### src/rtl/irq_timer_pkg.sv
package irq_timer_pkg;

    // Internal processor clock divided by four drives timer zero, and timer one except in external clock mode.
    localparam int         INT_CLK_DIV   = 4;
    localparam int         NUM_IRQ       = 6;

    // Register byte offsets (low eight address bits).
    localparam logic [7:0] OFF_TMR_CTRL  = 8'h00;
    localparam logic [7:0] OFF_T0_DATA   = 8'h04;
    localparam logic [7:0] OFF_T1_DATA   = 8'h08;
    localparam logic [7:0] OFF_PRESCALE  = 8'h0c;
    localparam logic [7:0] OFF_IRQ_REQ   = 8'h10;
    localparam logic [7:0] OFF_IRQ_MASK  = 8'h14;
    localparam logic [7:0] OFF_IRQ_PRIO  = 8'h18;
    localparam logic [7:0] OFF_P3_MODE   = 8'h1c;
    localparam logic [7:0] OFF_P2_MODE   = 8'h20;
    localparam logic [7:0] OFF_POWER     = 8'h24;

    // Timer control, prescale, mask and power register fields.
    localparam int         TC_T0_LOAD    = 0;
    localparam int         TC_T0_RUN     = 1;
    localparam int         TC_T0_CONT    = 2;
    localparam int         TC_T1_LOAD    = 3;
    localparam int         TC_T1_RUN     = 4;
    localparam int         TC_T1_CONT    = 5;
    localparam int         TC_T1_MODE_LO = 6;
    localparam int         PS_T1_LO      = 8;
    localparam int         MASK_GLOBAL   = 7;
    localparam int         PWR_HALT_BIT  = 0;
    localparam int         PWR_STOP_BIT  = 1;

    localparam logic [7:0]  P2_MODE_RST  = 8'hff;
    localparam logic [15:0] STOP_RESTART = 16'h000c;

    typedef enum logic [1:0] {
        PWR_RUN  = 2'b00,
        PWR_HALT = 2'b01,
        PWR_STOP = 2'b11
    } pwr_e;

    typedef enum logic [2:0] {
        T1_INTERNAL  = 3'b000,
        T1_EXT_CLOCK = 3'b001,
        T1_RETRIG    = 3'b011,
        T1_NONRETRIG = 3'b010,
        T1_GATE      = 3'b110
    } t1_mode_e;

    typedef struct packed {
        logic [7:0] reload;
        logic [5:0] pscale;
        logic [7:0] cnt;
        logic [5:0] pre;
        logic       run;
        logic       cont;
    } tmr_s;

    typedef struct packed {
        logic        int_req;
        logic [15:0] int_vector;
        logic        cpu_clk_en;
        logic        osc_en;
        logic        restart;
        logic [15:0] restart_addr;
    } core_out_s;

    typedef struct packed {
        logic [2:0]  sync1;
        logic [2:0]  sync2;
        logic [2:0]  sync3;
        logic        stop1;
        logic        stop2;
        logic [1:0]  div;
        tmr_s [1:0]  tmr;
        t1_mode_e    t1_mode;
        logic [5:0]  pend;
        logic [5:0]  mask;
        logic        gen;
        logic [2:0]  prio;
        logic        req;
        logic [2:0]  sel;
        logic [2:0]  p3_analog;
        logic [7:0]  p2m;
        pwr_e        pwr;
        logic        restart;
        logic        dp_act;
        logic        dp_wr;
        logic [7:0]  dp_addr;
        logic        rd_ok;
        logic [31:0] rdata;
    } unit_state_s;

endpackage

### src/rtl/irq_timer_sleep_unit.sv
// Overview of operation
// - Three port-three lines pick digital or analog mode; lines 0 and 1 then take comparator input; feed interrupts and timer.
// - Two 8-bit timers, each with a 6-bit prescaler; only timer one external.
// - Prescalers divide by 1 to 64; counters count down from 1 to 256.
// - Counter and prescaler both ending raise request four or five.
// - Software can start, stop, resume, or restart each counter from its load.
// - Each counter runs single-pass to zero or reloads continuously.
// - Counter reads never disturb counting; prescalers cannot be read.
// - Timer one clocks from processor clock over four or an external line.
// - External timer line acts as clock, retrigger, one-shot trigger, or gate.
// - Requests come from fixed pin edges and the two timer end events.
// - Request n vectors through program bytes 2n and 2n+1.
// - Mask register enables requests globally and each one alone.
// - Programmable priority picks one among several pending requests.
// - A grant disables interrupts; core saves state and branches to vector.
// - Request register stays readable while masked, for polling.
// - Halt stops core clock only; timers and pin edges keep working.
// - Halt ends only on a taken interrupt; core resumes after halt.
// - Stop kills clocks and oscillator; low recovery pin restarts at 000C.
// - Stop recovery leaves the port two mode register untouched.
// - Recovery pin low ends stop even when the pin is an output.
`timescale 1ns/1ps

module irq_timer_sleep_unit
(
    input  wire logic                        hclk,
    input  wire logic                        hresetn,
    input  wire logic                        hsel,
    input  wire logic [31:0]                 haddr,
    input  wire logic [1:0]                  htrans,
    input  wire logic                        hwrite,
    input  wire logic [2:0]                  hsize,
    input  wire logic [31:0]                 hwdata,
    input  wire logic                        hready,
    output logic      [31:0]                 hrdata,
    output logic                             hreadyout,
    output logic                             hresp,
    input  wire logic                        timer_in_analog1_pin,
    input  wire logic                        analog2_pin,
    input  wire logic                        reference_pin,
    input  wire logic                        comparator_input_one,
    input  wire logic                        comparator_input_two,
    input  wire logic                        stop_recovery_pin,
    input  wire logic                        int_ack,
    output irq_timer_pkg::core_out_s         core_out,
    output logic      [7:0]                  port_two_mode_reg
);

    irq_timer_pkg::unit_state_s r;
    irq_timer_pkg::unit_state_s n;

    // Rotating priority: the programmed index is served first, then upward.
    function automatic logic [3:0] pick
    (
        input logic [5:0] cand,
        input logic [2:0] start
    );
        logic [3:0] res;
        int         k;
        res = 4'h0;
        for (int i = irq_timer_pkg::NUM_IRQ - 1; i >= 0; i--)
        begin
            k = (int'(start) + i) % irq_timer_pkg::NUM_IRQ;
            if (cand[k])
            begin
                res = {1'b1, 3'(k)};
            end
        end
        return res;
    endfunction

    function automatic logic [31:0] reg_read
    (
        input irq_timer_pkg::unit_state_s s,
        input logic [7:0]                 addr
    );
        logic [31:0] d;
        d = 32'h0000_0000;
        case (addr)
            irq_timer_pkg::OFF_TMR_CTRL:
            begin
                d[irq_timer_pkg::TC_T0_RUN]  = s.tmr[0].run;
                d[irq_timer_pkg::TC_T0_CONT] = s.tmr[0].cont;
                d[irq_timer_pkg::TC_T1_RUN]  = s.tmr[1].run;
                d[irq_timer_pkg::TC_T1_CONT] = s.tmr[1].cont;
                d[irq_timer_pkg::TC_T1_MODE_LO +: 3] = s.t1_mode;
            end
            irq_timer_pkg::OFF_T0_DATA:  d[7:0] = s.tmr[0].cnt;
            irq_timer_pkg::OFF_T1_DATA:  d[7:0] = s.tmr[1].cnt;
            irq_timer_pkg::OFF_IRQ_REQ:  d[5:0] = s.pend;
            irq_timer_pkg::OFF_IRQ_MASK:
            begin
                d[5:0] = s.mask;
                d[irq_timer_pkg::MASK_GLOBAL] = s.gen;
            end
            irq_timer_pkg::OFF_IRQ_PRIO: d[2:0] = s.prio;
            irq_timer_pkg::OFF_P3_MODE:  d[2:0] = s.p3_analog;
            irq_timer_pkg::OFF_P2_MODE:  d[7:0] = s.p2m;
            irq_timer_pkg::OFF_POWER:    d[1:0] = s.pwr;
            default:                     d = 32'h0000_0000;
        endcase
        return d;
    endfunction

    logic [2:0] raw_lines;
    logic [2:0] fall;
    logic [2:0] rise;
    logic       clocks_on;
    logic       tick4;
    logic [1:0] tick;
    logic [1:0] trig;
    logic [1:0] tend;
    logic [5:0] set_irq;
    logic [5:0] clr_irq;
    logic [3:0] winner;
    logic       wr;
    logic       take_ack;

    always_comb
    begin
        n        = r;
        n.restart = 1'b0;
        clr_irq  = 6'h00;
        trig     = 2'b00;
        tick     = 2'b00;
        tend     = 2'b00;

        // Line 0 is the timer input and first analog line. The reference
        // line in analog mode feeds the comparator, so its edge path idles.
        raw_lines[0] = r.p3_analog[0] ? comparator_input_one
                                      : timer_in_analog1_pin;
        raw_lines[1] = r.p3_analog[1] ? comparator_input_two
                                      : analog2_pin;
        raw_lines[2] = r.p3_analog[2] ? 1'b1 : reference_pin;

        n.sync1 = raw_lines;
        n.sync2 = r.sync1;
        n.sync3 = r.sync2;
        n.stop1 = stop_recovery_pin;
        n.stop2 = r.stop1;

        clocks_on = (r.pwr != irq_timer_pkg::PWR_STOP);
        fall = (r.sync3 & ~r.sync2) & {3{clocks_on}};
        rise = (~r.sync3 & r.sync2) & {3{clocks_on}};

        if (clocks_on)
        begin
            n.div = r.div + 2'd1;
        end
        tick4 = clocks_on && (r.div == 2'(irq_timer_pkg::INT_CLK_DIV - 1));

        tick[0] = tick4;
        case (r.t1_mode)
            irq_timer_pkg::T1_INTERNAL:  tick[1] = tick4;
            irq_timer_pkg::T1_EXT_CLOCK: tick[1] = fall[0];
            irq_timer_pkg::T1_RETRIG:
            begin
                tick[1] = tick4;
                trig[1] = fall[0];
            end
            irq_timer_pkg::T1_NONRETRIG:
            begin
                tick[1] = tick4;
                trig[1] = fall[0] & ~r.tmr[1].run;
            end
            irq_timer_pkg::T1_GATE:      tick[1] = tick4 & r.sync2[0];
            default:                     tick[1] = tick4;
        endcase

        // A load value of zero means 256 counts and a prescale of zero
        // means divide by 64, since both wrap through zero on the way down.
        for (int i = 0; i < 2; i++)
        begin
            if (trig[i])
            begin
                n.tmr[i].cnt = r.tmr[i].reload;
                n.tmr[i].pre = r.tmr[i].pscale;
                n.tmr[i].run = 1'b1;
            end
            else if (r.tmr[i].run && tick[i])
            begin
                if (r.tmr[i].pre == 6'd1)
                begin
                    n.tmr[i].pre = r.tmr[i].pscale;
                    if (r.tmr[i].cnt == 8'd1)
                    begin
                        tend[i] = 1'b1;
                        if (r.tmr[i].cont)
                        begin
                            n.tmr[i].cnt = r.tmr[i].reload;
                        end
                        else
                        begin
                            n.tmr[i].cnt = 8'h00;
                            n.tmr[i].run = 1'b0;
                        end
                    end
                    else
                    begin
                        n.tmr[i].cnt = r.tmr[i].cnt - 8'd1;
                    end
                end
                else
                begin
                    n.tmr[i].pre = r.tmr[i].pre - 6'd1;
                end
            end
        end

        set_irq = {tend[1], tend[0], rise[1], fall[0], fall[2], fall[1]};

        // Register writes land in the data phase.
        wr = r.dp_act && r.dp_wr;
        if (wr)
        begin
            case (r.dp_addr)
                irq_timer_pkg::OFF_TMR_CTRL:
                begin
                    n.tmr[0].run  = hwdata[irq_timer_pkg::TC_T0_RUN];
                    n.tmr[0].cont = hwdata[irq_timer_pkg::TC_T0_CONT];
                    n.tmr[1].run  = hwdata[irq_timer_pkg::TC_T1_RUN];
                    n.tmr[1].cont = hwdata[irq_timer_pkg::TC_T1_CONT];
                    n.t1_mode = irq_timer_pkg::t1_mode_e'(
                        hwdata[irq_timer_pkg::TC_T1_MODE_LO +: 3]);
                    if (hwdata[irq_timer_pkg::TC_T0_LOAD])
                    begin
                        n.tmr[0].cnt = r.tmr[0].reload;
                        n.tmr[0].pre = r.tmr[0].pscale;
                    end
                    if (hwdata[irq_timer_pkg::TC_T1_LOAD])
                    begin
                        n.tmr[1].cnt = r.tmr[1].reload;
                        n.tmr[1].pre = r.tmr[1].pscale;
                    end
                end
                irq_timer_pkg::OFF_T0_DATA:  n.tmr[0].reload = hwdata[7:0];
                irq_timer_pkg::OFF_T1_DATA:  n.tmr[1].reload = hwdata[7:0];
                irq_timer_pkg::OFF_PRESCALE:
                begin
                    n.tmr[0].pscale = hwdata[5:0];
                    n.tmr[1].pscale = hwdata[irq_timer_pkg::PS_T1_LO +: 6];
                end
                irq_timer_pkg::OFF_IRQ_REQ:  clr_irq = hwdata[5:0];
                irq_timer_pkg::OFF_IRQ_MASK:
                begin
                    n.mask = hwdata[5:0];
                    n.gen  = hwdata[irq_timer_pkg::MASK_GLOBAL];
                end
                irq_timer_pkg::OFF_IRQ_PRIO: n.prio = hwdata[2:0];
                irq_timer_pkg::OFF_P3_MODE:  n.p3_analog = hwdata[2:0];
                irq_timer_pkg::OFF_P2_MODE:  n.p2m = hwdata[7:0];
                irq_timer_pkg::OFF_POWER:
                begin
                    // The preceding no-op is the program's duty; a sleep
                    // request is honoured only from the running state.
                    if (r.pwr == irq_timer_pkg::PWR_RUN)
                    begin
                        if (hwdata[irq_timer_pkg::PWR_STOP_BIT])
                        begin
                            n.pwr = irq_timer_pkg::PWR_STOP;
                        end
                        else if (hwdata[irq_timer_pkg::PWR_HALT_BIT])
                        begin
                            n.pwr = irq_timer_pkg::PWR_HALT;
                        end
                    end
                end
                default:
                begin
                end
            endcase
        end

        // Grant: the core has taken the vector and saves its own state.
        take_ack = int_ack && r.req;
        if (take_ack)
        begin
            clr_irq[r.sel] = 1'b1;
            n.gen = 1'b0;
            if (r.pwr == irq_timer_pkg::PWR_HALT)
            begin
                n.pwr = irq_timer_pkg::PWR_RUN;
            end
        end

        // A new event in the clearing cycle survives the clear.
        n.pend = (r.pend & ~clr_irq) | set_irq;

        // The recovery pin is sampled whatever its port direction.
        if ((r.pwr == irq_timer_pkg::PWR_STOP) && !r.stop2)
        begin
            n.pwr     = irq_timer_pkg::PWR_RUN;
            n.restart = 1'b1;
            n.gen     = 1'b0;
            n.p2m     = r.p2m;
        end

        winner = pick(n.pend & n.mask & {6{n.gen}}, n.prio);
        n.req  = winner[3];
        n.sel  = winner[2:0];

        // AHB-Lite: reads take one wait state so that a read straight
        // after a write returns the freshly written value.
        if (hreadyout)
        begin
            n.dp_act  = hsel && hready && htrans[1];
            n.dp_wr   = hwrite;
            n.dp_addr = {haddr[7:2], 2'b00};
            n.rd_ok   = 1'b0;
        end
        else
        begin
            n.rd_ok = 1'b1;
            n.rdata = reg_read(r, r.dp_addr);
        end
    end

    always_ff @(posedge hclk or negedge hresetn)
    begin
        if (!hresetn)
        begin
            r           <= '0;
            r.t1_mode   <= irq_timer_pkg::T1_INTERNAL;
            r.pwr       <= irq_timer_pkg::PWR_RUN;
            r.p2m       <= irq_timer_pkg::P2_MODE_RST;
            r.sync1     <= 3'h7;
            r.sync2     <= 3'h7;
            r.sync3     <= 3'h7;
            r.stop1     <= 1'b1;
            r.stop2     <= 1'b1;
        end
        else
        begin
            r <= n;
        end
    end

    assign hreadyout = !(r.dp_act && !r.dp_wr && !r.rd_ok);
    assign hresp     = 1'b0;
    assign hrdata    = r.rdata;

    assign core_out.int_req      = r.req;
    assign core_out.int_vector   = {12'h000, r.sel, 1'b0};
    assign core_out.cpu_clk_en   = (r.pwr == irq_timer_pkg::PWR_RUN);
    assign core_out.osc_en       = (r.pwr != irq_timer_pkg::PWR_STOP);
    assign core_out.restart      = r.restart;
    assign core_out.restart_addr = irq_timer_pkg::STOP_RESTART;
    assign port_two_mode_reg     = r.p2m;

endmodule

### config.mk
export PLATFORM = sky130hd
export DESIGN_NAME = irq_timer_sleep_unit
export DESIGN_NICKNAME = d
export VERILOG_FILES = /design/src/rtl/irq_timer_pkg.sv /design/src/rtl/irq_timer_sleep_unit.sv
export SDC_FILE = /design/constraint.sdc
export NUM_CORES = 1
export LEC_CHECK = 0
export BUFFER_PORTS_ARGS = -buffer_cell sky130_fd_sc_hd__buf_2
export CAP_MARGIN = 30
export CORE_MARGIN = 10
export CORE_UTILIZATION = 45
export CTS_CLUSTER_DIAMETER = 60
export DETAILED_ROUTE_END_ITERATION = 8
export GPL_ROUTABILITY_DRIVEN = 0
export GPL_TIMING_DRIVEN = 0
export PLACE_DENSITY = 0.74
export SLEW_MARGIN = 0
export SYNTH_ARGS = -nofsm -noshare
export SYNTH_HDL_FRONTEND = slang
export SYNTH_SLANG_ARGS = --single-unit
### constraint.sdc
create_clock -name hclk -period 9.3 [get_ports hclk]
set_input_delay 0.93 -clock hclk [delete_from_list [all_inputs] [get_ports hclk]]
set_output_delay 0.93 -clock hclk [all_outputs]
set_load 0.02 [all_outputs]
# Word-level counts from Yosys, hierarchy flattened
# Cells that the tools add are included.
dict set report word_totals {
  register_bits 128
  latchBits 0
  ram_bits 0
  mem_bits_ro 0
  inputBits 81
  output_inout_bits 78
  elab_cells 205
  memories 0
}
dict set report classes {
  n_addsub 10
  mul 0
  div 6
  magnitude_cmp 8
  n_eq_ne 21
  shift 0
  n_mux 87
  bitwise 16
  n_reduce_logical 23
}
# operator n
set op_table {}
lappend op_table {{less-than comparator 32 x 5 -> 1 bit (second input constant)} 6}
lappend op_table {{remainder unit 32 x 4 -> 32 bit (second input constant)} 5}
lappend op_table {{two-way mux 8 bit} 7}
lappend op_table {{two-way mux 49 bit} 1}
lappend op_table {{two-way mux 15 bit} 3}
lappend op_table {{two-way mux 6 bit} 6}
lappend op_table {{two-way mux 1 bit} 33}
lappend op_table {{remainder unit 4 x 4 -> 32 bit (second input constant)} 1}
lappend op_table {{two-way mux 14 bit} 2}
lappend op_table {{== test 6 x 3 -> 1 bit (second input constant)} 4}
lappend op_table {{two-way mux 4 bit} 6}
lappend op_table {{two-way mux 19 bit} 1}
lappend op_table {{bitwise AND 6 bit} 3}
lappend op_table {{binary-select mux 1 bit (select 3 bit)} 6}
lappend op_table {{== test 6 x 1 -> 1 bit (second input constant)} 3}
lappend op_table {{== test 8 x 1 -> 1 bit (second input constant)} 2}
lappend op_table {{two-way mux 16 bit} 1}
lappend op_table {{one-hot mux 1 bit (8 select lines)} 2}
lappend op_table {{subtractor 8 x 1 -> 8 bit (second input constant)} 2}
lappend op_table {{two-way mux 2 bit} 7}
lappend op_table {{== test 6 x 2 -> 1 bit (second input constant)} 2}
lappend op_table {{== test 6 x 4 -> 1 bit (second input constant)} 2}
lappend op_table {{OR 6 bit} 2}
lappend op_table {{one-hot mux 2 bit (6 select lines)} 1}
lappend op_table {{34 further kinds} 63}

# Longest topological paths before layout
dict set report logic_depth {
  ltp_word 20
  mapped_depth 21
  mapped_depth_nobuf 17
}

# Worst setup path after synthesis
# No wires, ideal clock.
dict set report synth_path {
  path_kind {in2reg}
  startpoint {in hwdata[0]}
  endpoint {reg r, in the netlist core_out[20]}
  setup_ns 0.111
  t_arrival_ns 4.195
  required_time_ns 9.189
  path_slack_ns 4.994
  stages 17
  cell_sequence {and3_1 nor2_1 buf_4 inv_1 ha_1 or3_1 clkbuf_1 and2_1 inv_1 ha_1 nand2b_1 or4_1 a21o_1 a2111oi_4 o21bai_1 a211oi_1 a2111oi_2}
}
# item line_no
set synth_lines {}
lappend synth_lines {{start, declared} irq_timer_sleep_unit.sv:33} ;# input wire logic [31:0] hwdata,
lappend synth_lines {{end signal, assigned} irq_timer_sleep_unit.sv:334} ;# r <= n;
lappend synth_lines {{end, declared} irq_timer_sleep_unit.sv:49} ;# irq_timer_pkg::unit_state_s r;

==> flow_metrics.env <==
export IMPL_drc=0
export IMPL_synth_area_sq_um=7870
export IMPL_slowest_delay_ns=0.45
export IMPL_die_area_sq_um=23200
export IMPL_setup_viol=0
export IMPL_tightest_slew_ns=1.08
export IMPL_preCtsSetupSlack_ns=4.48
export IMPL_start_util_pct=45.6
export IMPL_finalClockSkew_ns=0.0117
export IMPL_fin_tns_setup_ns=0
export IMPL_grt_pass1_wl_um=33400
export IMPL_synth_enable_flop_cells=0
export IMPL_routed_wl_um=20500
export IMPL_crit_fanout=10
export IMPL_ioPinCount=159
export IMPL_dr_pass1_iters=5
export IMPL_ys_ff_latch=128
export IMPL_largest_reg_flops=99
export IMPL_viasPerCell=5.41
export IMPL_die_w_um=152
export IMPL_core_area_sq_um=17200
export IMPL_n_antenna_cell=0
export IMPL_row_count=48
export IMPL_fillers=1531
export IMPL_p_leak_nw=4.20
export IMPL_cts_tree="done"
export IMPL_cts_sinks=128
export IMPL_final_setup_worst_slack_ns=4.44
export IMPL_ir_worst_vdd_v=0.000146
export IMPL_synthFlopType="dfrtp_1"
export IMPL_synth_area_leaders="dfrtp_1, buf_4, mux2_2, dfstp_2, nand2_1"
export IMPL_regArea_sq_um=3230
export IMPL_grt_pass1_vias=6257
export IMPL_drt_iter0_drc=461
export IMPL_dieHeight_um=152
export IMPL_synth_top_area_cell="dfrtp_1"
export IMPL_drv_cap=0
export IMPL_num_vias=6382
export IMPL_holdBufCountCts=0
export IMPL_cp_cell_sequence="nor4b_4, buf_4, nand2_2, mux2i_4, inv_1, ha_1, or3_1, clkbuf_1, and2_1, inv_1, ha_1, nand2b_1, or4_1, a21o_1, a2111oi_4, o21bai_1, a211oi_1, a2111oi_2"
export IMPL_fin_crit_sh_pct=52.3
export IMPL_hp_class="flip-flop to flip-flop"
export IMPL_drive_gt1_share_pct=28.9
export IMPL_grt_overflow=0
export IMPL_relSlewSlack_pct=27.8
export IMPL_slew_violations=0
export IMPL_antenna_left=0
export IMPL_grt_max_degree=72
export IMPL_end_kind="flip-flop"
export IMPL_finalCriticalPeriod_ns=4.86
export IMPL_status="completed"
export IMPL_final_common_cell="dfrtp_1"
export IMPL_place_hpwl_um=15400
export IMPL_clk_pin_slew_ns=0.05
export IMPL_postCtsSetupBuffers=0
export IMPL_portBuffers=56
export IMPL_htree_levels=4
export IMPL_start_kind="flip-flop"
export IMPL_layout_common_cells="dfrtp_1, nand2_1, buf_4, buf_2"
export IMPL_synth_warnings=0
export IMPL_multi_input_area_sq_um=4000
export IMPL_async_reset_ff_share_pct=100
export IMPL_clockBufferDepth=2
export IMPL_cp_required_ns=9.60
export IMPL_hold_viol_final=0
export IMPL_power_density_nw_per_um2=206
export IMPL_crit_type="flip-flop to flip-flop"
export IMPL_cts_root_buf="clkbuf_16"
export IMPL_cts_buffers=17
export IMPL_max_freq_mhz=206
export IMPL_clk_latency_ns=0.42
export IMPL_synthCells=814
export IMPL_antenna_found_initial=1
export IMPL_synth_avg_cell_area_sq_um=9.66
export IMPL_rsz0062_at_grt="false"
export IMPL_layout_nets=1042
export IMPL_grt_usage_pct=17.5
export IMPL_ctsResizeCount=0
export IMPL_syn2layout_area_growth_pct=17.5
export IMPL_netlist_area_leader_share_pct=34.7
export IMPL_cp_arrival_ns=5.16
export IMPL_yosysSeqAreaShare_pct=41.0
export IMPL_drt_wirelength_per_cell_um=17.4
export IMPL_reg2reg_setup_slack_ns=4.44
export IMPL_ys_types=91
export IMPL_crit_path_top_delay_cell="dfrtp_1"
-- worst max-delay path, delay by kind of cell, from the launching register on --
family,cells,cell delay (ns)
multiplexers,1,0.31
AND/OR/NAND/NOR,6,1.63
AO/OA/AOI/OAI,5,1.12
buffers and inverters,4,0.68
flip-flops,1,0.45
adder cells (fa/ha/maj),2,0.56
-- layer usage --
metal / wire (um) / vias to the layer above / GRT usage [%]
met5: 10 / - / 0
met3: 1420 / 41 / 4.80
met4: 541 / 2 / 6.79
met2: 9900 / 209 / 28.6
met1: 8640 / 3051 / 21.5
li1: - / 3079 / -
-- worst paths after layout --
| path | start | end | cells past startpoint |
|---|---|---|---|
| worst max-delay path | r[40] | core_out[20] | 18 |
| worst min-delay path | n[148] | n[145] | 0 |
| worst max register to register | r[40] | core_out[20] | 18 |
| worst min register to register | n[148] | n[145] | 0 |
| max in group asynchronous | hresetn | r[142] | 2 |
| min in group asynchronous | hresetn | r[135] | 1 |
-- Yosys cell counts (6+ instances only) --
library cell and instances:
ha_1 19, xnor2_1 10, nand3_1 12, and2_1 11
nand2b_1 7, nor2_1 53, dfrtp_1 109, a21oi_1 30
dfstp_2 19, a31oi_1 13, clkbuf_1 20, nand2_1 96
nor4_1 8, o22ai_1 7, mux2_2 47, nor2b_1 9
o21ai_1 6, mux2i_1 11, inv_1 26, and3_1 6
nor3_1 25, nand4_1 16, a22oi_1 12, buf_4 80
o21ai_0 35
-- where the power goes --
group          switching (mW)  internal, mW
logic                   0.272         0.214
registers               0.105         0.659
clock network           0.229         0.422
total                   0.606          1.30
-- area by class of cell --
type,instances,area share (%)
plain buffers,106,7.77
well taps,225,3.05
inverters,30,1.25
clock inverters,5,0.866
flip-flops and latches,128,34.9
clock buffers,27,5.44
repair buffers,58,3.48
multi-input cells,601,43.2
-- cell families after synthesis --
| kind of cell | count (synthesis) | synth area share (%) |
|---|---|---|
| and+or+nand+nor | 279 | 18.3 |
| AOI/OAI and AO/OA | 174 | 16.3 |
| buffers and inverters | 136 | 10.6 |
| DFF | 128 | 41.0 |
| muxes | 61 | 8.99 |
| adders and majority gates | 19 | 3.02 |
| xor gates and xnor gates | 15 | 1.67 |
| other | 2 | 0.0955 |
-- metrics by stage --
step / power, mW / hold slack (ns) / instances / area [sq um] / utilization, %
after global routing: 2.00 / 0.357 / 1180 / 9240 / 53.6
after detailed placement: 1.25 / 0.347 / 1148 / 8660 / 50.2
final: 1.90 / 0.354 / 1180 / 9240 / 53.6
after floorplan: 1.11 / 0.345 / 865 / 8060 / -
after global placement: 1.23 / 0.346 / 1146 / 8620 / 50.0
after CTS: 1.91 / 0.355 / 1180 / 9240 / 53.6
(Power assumes the default switching activity.)
